File: config.mk
export PLATFORM = sky130hd
export DESIGN_NAME = cerf_record
export DESIGN_NICKNAME = d
export VERILOG_FILES = /design/src/logic/cerf_record.v
export VERILOG_INCLUDE_DIRS = /design/src /design/src/logic
export SDC_FILE = /design/constraint.sdc
export NUM_CORES = 1
export LEC_CHECK = 0
export BUFFER_PORTS_ARGS = -buffer_cell sky130_fd_sc_hd__buf_2
export CAP_MARGIN = 20
export CORE_AREA = 10 10 120 122
export CTS_BUF_LIST = sky130_fd_sc_hd__clkbuf_2 sky130_fd_sc_hd__clkbuf_4 sky130_fd_sc_hd__clkbuf_8
export DETAILED_ROUTE_END_ITERATION = 8
export DIE_AREA = 0 0 130 132
export HOLD_SLACK_MARGIN = 0.1
export PLACE_DENSITY_LB_ADDON = 0.08
export SETUP_SLACK_MARGIN = 0.15
export SYNTH_ARGS = -nofsm -noshare
export SYNTH_HDL_FRONTEND = slang
export SYNTH_SLANG_ARGS = --single-unit
File: constraint.sdc
create_clock -name CLK -period 1.7 [get_ports CLK]
set_input_delay 0.17 -clock CLK [delete_from_list [all_inputs] [get_ports CLK]]
set_output_delay 0.17 -clock CLK [all_outputs]
set_load 0.005 [all_outputs]
File: src/logic/cerf_regs.vh
// Constants for the cluster error record feature and control registers.
// Assumes a 64-bit register port with byte offsets within the record block.
`ifndef CERF_REGS_VH
`define CERF_REGS_VH
`define CERF_BASE_ADDR        24'h020000
`define CERF_OFS_FEATURES     12'h000
`define CERF_OFS_CONTROL      12'h008
`define CERF_FEAT_TS_VAL      2'h0
`define CERF_FEAT_CI_VAL      2'h2
`define CERF_FEAT_INJ_VAL     2'h1
`define CERF_FEAT_CEO_VAL     2'h0
`define CERF_FEAT_DUI_VAL     2'h0
`define CERF_FEAT_RP_VAL      1'h1
`define CERF_FEAT_CEC_VAL     3'h2
`define CERF_FEAT_CFI_VAL     2'h2
`define CERF_FEAT_UE_VAL      2'h1
`define CERF_FEAT_FI_VAL      2'h2
`define CERF_FEAT_UI_VAL      2'h2
`define CERF_FEAT_DE_VAL      2'h1
`define CERF_FEAT_ED_VAL      2'h2
`define CERF_CTL_CRIT_BIT     13
`define CERF_CTL_LATER_BIT    10
`define CERF_CTL_CFI_BIT      8
`define CERF_CTL_FI_BIT       3
`define CERF_CTL_UI_BIT       2
`define CERF_CTL_ED_BIT       0
`define CERF_CNT_W            8
`endif

File: src/logic/cerf_record.v
// Feature and control registers of a cluster error record, with the event
// gating and the repaired-error counters that those registers describe.
// Assumes one-cycle access strobes from the utility bus and the core
// system-register port, and error events synchronous to CLK.
//
// Functional notes
// - Timestamp field reads zero, writes ignored.
// - Critical interrupt field reads binary 10.
// - Fault insertion field reads binary 01.
// - Count repairs, keep first syndrome, overflow on wrap.
// - Later recovery field zero, its enable fixed.
// - Repeat and other counters, same width.
// - Counter field 010, eight-bit counter.
// - Repair fault field reads binary 10.
// - Inband abort field 01, always active.
// - Fault and recovery fields read 10.
// - Later error field reads 01.
// - Logging field reads binary 10.
// - Bit 13 gates critical interrupt.
// - Bit 10 reads zero, read only.
// - Bit 8 gates interrupt on counter wrap.
// - Bit 3 gates interrupt on repaired, later and uncorrected errors.
// - Bit 2 gates recovery on uncorrected error.
// - Interrupt raised even when syndrome dropped.
// - Bit 0 clear suppresses recording and signalling.
// - Reachable from utility bus and cores.
// - Unmapped or wrong security reads zero.
`timescale 1ns/1ps
`include "cerf_regs.vh"

module cerf_record (
  // Clock and reset
  input  wire        CLK,
  input  wire        RESET,
  // Utility bus register port
  input  wire        BUS_SEL,
  input  wire        BUS_WRITE,
  input  wire [23:0] BUS_ADDR,
  input  wire [63:0] BUS_WDATA,
  input  wire        BUS_SECURE_OK,
  output reg  [63:0] BUS_RDATA,
  output reg         BUS_RVALID,
  // Core system-register port
  input  wire        SYS_SEL,
  input  wire        SYS_WRITE,
  input  wire        SYS_REG,
  input  wire [63:0] SYS_WDATA,
  output reg  [63:0] SYS_RDATA,
  output reg         SYS_RVALID,
  // Error events
  input  wire        ERR_REPAIRED,
  input  wire        ERR_LATER,
  input  wire        ERR_UNCORR,
  input  wire        ERR_CRITICAL,
  input  wire [7:0]  ERR_SYNDROME,
  input  wire        ERR_SYN_DROPPED,
  input  wire        ERR_REPEAT,
  // Error outputs
  output reg         CRITICAL_IRQ,
  output reg         FAULT_IRQ,
  output reg         RECOVERY_IRQ,
  output reg         RECORD_VALID,
  output reg  [7:0]  RECORD_SYNDROME,
  output reg         RECORD_OVERFLOW_FLAG,
  output reg  [7:0]  REPAIR_COUNT,
  output reg  [7:0]  OTHER_COUNT
);

  wire [63:0] features;
  reg  [63:0] control;
  wire [63:0] control_view;
  wire        bus_hit;
  wire        bus_ctl;
  wire        bus_feat;
  wire        sys_ctl;
  wire        log_on;
  wire        rep_ev;
  wire        rep_wrap;
  wire        oth_wrap;
  wire        new_err;
  wire [8:0]  next_rep;
  wire [8:0]  next_oth;
  wire [23:0] base_addr;

  // The block base is compared on its upper twelve bits only.
  assign base_addr = `CERF_BASE_ADDR;

  assign features = {38'h0,
                     `CERF_FEAT_TS_VAL,
                     `CERF_FEAT_CI_VAL,
                     `CERF_FEAT_INJ_VAL,
                     `CERF_FEAT_CEO_VAL,
                     `CERF_FEAT_DUI_VAL,
                     `CERF_FEAT_RP_VAL,
                     `CERF_FEAT_CEC_VAL,
                     `CERF_FEAT_CFI_VAL,
                     `CERF_FEAT_UE_VAL,
                     `CERF_FEAT_FI_VAL,
                     `CERF_FEAT_UI_VAL,
                     `CERF_FEAT_DE_VAL,
                     `CERF_FEAT_ED_VAL};

  // Only the implemented enables are visible; the rest read zero.
  assign control_view = control & 64'h0000_0000_0000_210D;

  // Address decode on the utility bus; security failures read as unmapped.
  assign bus_hit  = BUS_SEL && BUS_SECURE_OK &&
                    (BUS_ADDR[23:12] == base_addr[23:12]);
  assign bus_feat = bus_hit && (BUS_ADDR[11:0] == `CERF_OFS_FEATURES);
  assign bus_ctl  = bus_hit && (BUS_ADDR[11:0] == `CERF_OFS_CONTROL);
  assign sys_ctl  = SYS_SEL && SYS_REG;

  always @(posedge CLK) begin
    if (RESET) begin
      BUS_RDATA  <= 64'h0;
      BUS_RVALID <= 1'b0;
      SYS_RDATA  <= 64'h0;
      SYS_RVALID <= 1'b0;
    end else begin
      BUS_RVALID <= BUS_SEL && !BUS_WRITE;
      SYS_RVALID <= SYS_SEL && !SYS_WRITE;
      BUS_RDATA  <= 64'h0;
      SYS_RDATA  <= 64'h0;
      if (BUS_SEL && !BUS_WRITE && bus_feat) begin
        BUS_RDATA <= features;
      end else if (BUS_SEL && !BUS_WRITE && bus_ctl) begin
        BUS_RDATA <= control_view;
      end
      if (SYS_SEL && !SYS_WRITE) begin
        SYS_RDATA <= SYS_REG ? control_view : features;
      end
    end
  end

  // Enables have no reset value; they keep the last write from either port.
  // The bus write wins when both ports write in the same cycle.
  always @(posedge CLK) begin
    if (BUS_WRITE && bus_ctl) begin
      control <= BUS_WDATA;
    end else if (SYS_WRITE && sys_ctl) begin
      control <= SYS_WDATA;
    end
  end

  assign log_on   = control_view[`CERF_CTL_ED_BIT];
  assign rep_ev   = log_on && ERR_REPAIRED;
  assign next_rep = {1'b0, REPAIR_COUNT} + 9'h001;
  assign next_oth = {1'b0, OTHER_COUNT} + 9'h001;
  assign rep_wrap = rep_ev && ERR_REPEAT && next_rep[8];
  assign oth_wrap = rep_ev && !ERR_REPEAT && next_oth[8];
  assign new_err  = log_on && (ERR_REPAIRED || ERR_LATER || ERR_UNCORR);

  // Counters start from zero so that a wrap is well defined after reset.
  always @(posedge CLK) begin
    if (RESET) begin
      REPAIR_COUNT         <= 8'h00;
      OTHER_COUNT          <= 8'h00;
      RECORD_VALID         <= 1'b0;
      RECORD_SYNDROME      <= 8'h00;
      RECORD_OVERFLOW_FLAG <= 1'b0;
    end else begin
      if (rep_ev && ERR_REPEAT) begin
        REPAIR_COUNT <= next_rep[7:0];
      end
      if (rep_ev && !ERR_REPEAT) begin
        OTHER_COUNT <= next_oth[7:0];
      end
      if (new_err && !RECORD_VALID) begin
        RECORD_VALID    <= 1'b1;
        RECORD_SYNDROME <= ERR_SYNDROME;
      end
      if (rep_wrap || oth_wrap) begin
        RECORD_OVERFLOW_FLAG <= 1'b1;
      end
    end
  end

  // Interrupts are pulses per event and ignore ERR_SYN_DROPPED on purpose.
  always @(posedge CLK) begin
    if (RESET) begin
      CRITICAL_IRQ <= 1'b0;
      FAULT_IRQ    <= 1'b0;
      RECOVERY_IRQ <= 1'b0;
    end else begin
      CRITICAL_IRQ <= log_on && ERR_CRITICAL &&
                      control_view[`CERF_CTL_CRIT_BIT];
      FAULT_IRQ    <= (new_err && control_view[`CERF_CTL_FI_BIT]) ||
                      ((rep_wrap || oth_wrap) &&
                       control_view[`CERF_CTL_CFI_BIT]);
      RECOVERY_IRQ <= log_on && ERR_UNCORR && !ERR_LATER &&
                      control_view[`CERF_CTL_UI_BIT];
    end
  end

endmodule // cerf_record

Word level (Yosys, flattened, before mapping):

Index checks and enable logic that the tools add are counted.

* add/subtract/negate cells: 2
* equality and inequality tests: 2
* multiplexer cells: 5
* bitwise gates (word level): 3
* reductions and logical operators: 40

Operators by type and width (number)
* $mux 24: 2
* $mux 14: 3
* $logic_and 1x1->1: 25
* $add 8x1->9 const B: 2
* $eq 12x4->1 const B: 1
* $eq 12x6->1 const B: 1
* $logic_not 12->1: 1
* $reduce_or 3->1: 2
* $logic_not 1->1: 5
* $logic_or 1x1->1: 4
* $reduce_or 2->1: 2
* $not 1->1: 3
* $reduce_bool 2->1: 1

* register bits after elaboration: 173
* bits of input ports: 174
* output and inout bits: 159

Longest topological paths before layout:

* word-level depth: 6
* mapped depth: 6

Worst setup path after synthesis:

OpenSTA, ideal clock, no wires.

* path kind: input -> register
* start point: input BUS_ADDR[18]
* end point: register control[0], data pin
* arrival: 1.407 ns
* data required time: 1.440 ns
* slack: 0.033 ns
* cell stages on the path: 4
* path through: nor4_1 > nand4_1 > nor4_4 > mux2_2

* longest elaborated chain between the ends: 5

RTL lines
* start: declaration: line cerf_record.v:38 `input wire [23:0] BUS_ADDR,`
* $eq 12x6->1: line cerf_record.v:108 `(BUS_ADDR[23:12] == base_addr[23:12]);`
* $logic_and 1x1->1: line cerf_record.v:107 `assign bus_hit = BUS_SEL && BUS_SECURE_OK &&`
* $logic_and 1x1->1: line cerf_record.v:110 `` assign bus_ctl = bus_hit && (BUS_ADDR[11:0] == `CERF_OFS_CONTROL); ``
* $logic_and 1x1->1: line cerf_record.v:138 `if (BUS_WRITE && bus_ctl) begin`
* $mux 14: line cerf_record.v:138
* end signal: assignment: line cerf_record.v:139 `control <= BUS_WDATA;`
* end signal: assignment: line cerf_record.v:141 `control <= SYS_WDATA;`
* end: declaration: line cerf_record.v:70 `reg [63:0] control;`

No other way between the ends.
A chain may end at the register's enable or synchronous reset.

Worst setup path in the final report:

* start point: register control[0]
* end point: register FAULT_IRQ

* longest elaborated chain between the ends: 6
* elaborated cells between the ends (all ways): 10
* those cells by class: reduce/logical: 10

RTL lines
* $logic_and 1x1->1: line cerf_record.v:146 `assign rep_ev = log_on && ERR_REPAIRED;`
* $logic_and 1x1->1 (on tied branches) (2 in a row): line cerf_record.v:149, cerf_record.v:150
* $logic_or 1x1->1: line cerf_record.v:188 `((rep_wrap || oth_wrap) &&`
* $logic_and 1x1->1: line cerf_record.v:188
* $logic_or 1x1->1 (*): line cerf_record.v:187 `` FAULT_IRQ <= (new_err && control_view[`CERF_CTL_FI_BIT]) || ``
* end signal: assignment: line cerf_record.v:187
* end: declaration: line cerf_record.v:60 `output reg FAULT_IRQ,`

Every way passes the cells marked *; elsewhere a longest branch is shown, timed or not.

==> metrics.txt <==
pwr/cell area 685 nW/um2; first-pass GRT wire length about 12 mm; DR pass1 iterations 4; layout cell share with drive strength beyond 1 about a third; vias per cell 3.58; final wirelength ~8 mm; I/O pin cnt 333; reg2reg end FAULT_IRQ; top cells by count, synth buf_4, dfxtp_1, nor2_1; Hold/Removal Path Class in2reg; top-area cell type share of the netlist area 31.8%; RSZ-0062 raised after global routing true; sequential share of the synthesized area 36.9%; area grow syn2layout 18.1%; FF-to-FF path depth 4; core area 11900 um2; Die Ht around 130 um; top_reg_cell synth dfxtp_1; hold_sp ERR_SYNDROME[4]; PortBufs 109; Hold Path Stages 3; CP max stage cell edfxtp_1; RR Startpoint control[0]; Mapped Cells 298; width of the die about 130 um; worst-path fanout max 5; Synth Cell Area 2740 um2; Peak VDD IR 0.266 mV; Sink Count 48; clk_skew roughly 0.0047 ns; Slew Viols, Final 0; via count 2013; Crit path max-delay family flip-flops; initial antenna violation count 1; hold_ws roughly 0.11 ns; Post-synth ARST share 0%; RD Place Congestion 0.708; Die Area around 17000 um2; CTS clk-pin slew, worst paths 0.09 ns; Final ANT Viol Nets 0; root buf cell clkbuf_8; Ys Warns 0; largest net degree at the start of global routing 31; Total Routing Usage GR roughly 8.3%; count of cell types in the netlist 38; fin crit share 85.0%; crit end category register; Synth area leader buf_4; Detail Placement HPWL approximately 6.7 mm; Leak 1.68 nW; vias in the first global route 2165; Area contributors post-synth buf_4, dfxtp_1, edfxtp_1, mux2i_1, nor2_1; Syn Area/Cell about 9 um2; CP peak stage delay 0.48 ns; crit-path cells and3b_1, and3_1, a41oi_1, o32ai_1; status finished clean; CP Data Required Time 1.88 ns; clk_lat worst skew 0.29 ns; Min-Delay Endpoint RECORD_SYNDROME[4]; Cells after DPL 548; CP Launch Type register; most frequent cell after synthesis buf_4; clock tree from TritonCTS yes; WL/cell 14.0 um; Fin. Hold Viols 0; Num CTS Buffers 5; max frequency 692 MHz; number of max-cap violations 0; Post-Layout Cell Count about 560; Starting Density 23.0%; Nets 590; final setup violation count 0; crit path DAT 1.62 ns; crit path kind reg2reg; Seq cells post-synth 48; Crit path buffers/inverters 0; number of flops mapped to enable cells by yosys 5; R2R Setup Slk about 0.25 ns; Clock H-tree levels 2; 1st-iter DRT viols 43; min cycle time layout 1.45 ns; Setup TNS 0 ns; total congestion overflow 0; # rows 40; Longest Clk Path Bufs 2; Remaining DRCs 0
==> stage by stage <==
stage               instance area, um2  utilization, %  setup slack [ns]  power (mW)
detailed placement                3060            25.7           -0.0803        1.47
floorplan                         3130               -             0.124        1.52
finish                            3230            27.1             0.255        2.21
global route                      3230            27.1             0.136        2.35
CTS                               3200            26.9             0.217        2.24
global placement                  3060            25.7           -0.0715        1.47
==> worst register-to-register path, cell delays in order, from the launching register on <==
cell and delay [ns]:
edfxtp_1 0.48, and3b_1 0.22, and3_1 0.18, a41oi_1 0.33
o32ai_1 0.12
==> cell families after synthesis <==
kind of cell             count (synthesis)  synth area share, %
flip-flops                              48                 36.9
adder cells (fa/ha/maj)                  2                0.914
AO/OA/AOI/OAI                           19                 4.25
multiplexers                            14                 5.35
buffers and inverters                  127                 33.4
XOR/XNOR                                11                 3.52
other                                    1                0.137
AND/OR/NAND/NOR                         76                 15.5
==> what timing repair did <==
action                                 in CTS  in global routing
setup buffers                               0                  1
endpoints found under the hold margin       4                  0
setup endpoints to repair                   0                 14
resized for setup                           0                  3
hold buffers                                5                  0
==> report_power, final <==
| group | total (mW) | internal (mW) | switching (mW) |
|---|---|---|---|
| Clock | 0.747 | 0.365 | 0.382 |
| Combinational | 0.275 | 0.114 | 0.161 |
| Sequential | 1.19 | 1.17 | 0.0182 |
| Total | 2.21 | 1.65 | 0.560 |
==> registers in the layout (all words and copies together) (netlist names) <==
signal,flops
CRITICAL_IRQ,1
BUS_RDATA,6
RECOVERY_IRQ,1
OTHER_COUNT,8
FAULT_IRQ,1
RECORD_VALID,1
SYS_RDATA,6
control,5
REPAIR_COUNT,8
BUS_RVALID,1
RECORD_OVERFLOW_FLAG,1
SYS_RVALID,1
RECORD_SYNDROME,8
==> layer usage <==
| layer | up-vias | share of wire [%] | global-route usage [%] |
|---|---|---|---|
| li1 | 997 | - | - |
| met1 | 908 | 38 | 8.71 |
| met2 | 106 | 50 | 14.8 |
| met3 | 2 | 12 | 3.78 |
| met4 | 0 | 0.37 | 1.50 |
| met5 | - | 0 | 0 |
==> worst max path at each step <==
stage	start	end	slack (ns)	cells past startpoint
2_1_floorplan	BUS_ADDR[5]	control[0]	0.12	3
3_3_place_gp	BUS_ADDR[15]	control[0]	-0.07	6
3_5_place_dp	BUS_ADDR[15]	control[0]	-0.08	6
4_1_cts	control[0]	FAULT_IRQ	0.22	4
5_1_grt	REPAIR_COUNT[0]	FAULT_IRQ	0.14	5
6_report	control[0]	FAULT_IRQ	0.25	4
==> placed cells by master, fill, tap and decap left out, types with 3 or more instances in the layout <==
master,Yosys,routed
nor4_1,4,4
dfxtp_1,43,43
clkbuf_8,0,6
mux2i_1,9,9
conb_1,1,104
inv_1,6,6
nand4_1,7,7
or3_1,4,3
a21oi_1,9,9
dlygate4sd3_1,0,5
buf_4,116,13
o21ai_0,3,3
nand2_1,13,13
nor3_1,5,4
mux2_2,5,5
xnor2_1,6,6
xor2_1,5,5
edfxtp_1,5,5
a21boi_0,3,3
and3_1,6,6
buf_2,1,109
nor2_1,23,23
==> layout make-up <==
| cell class | count | area (um2) |
|---|---|---|
| diodes | 1 | 2.50 |
| clock buffers | 8 | 97.6 |
| fillers | 1326 | 8680 |
| inverters | 6 | 22.5 |
| multi-input cells | 226 | 1220 |
| flip-flops and latches | 48 | 1010 |
| well taps | 147 | 184 |
| repair buffers | 127 | 693 |
Power figures use the tool's default switching activity.
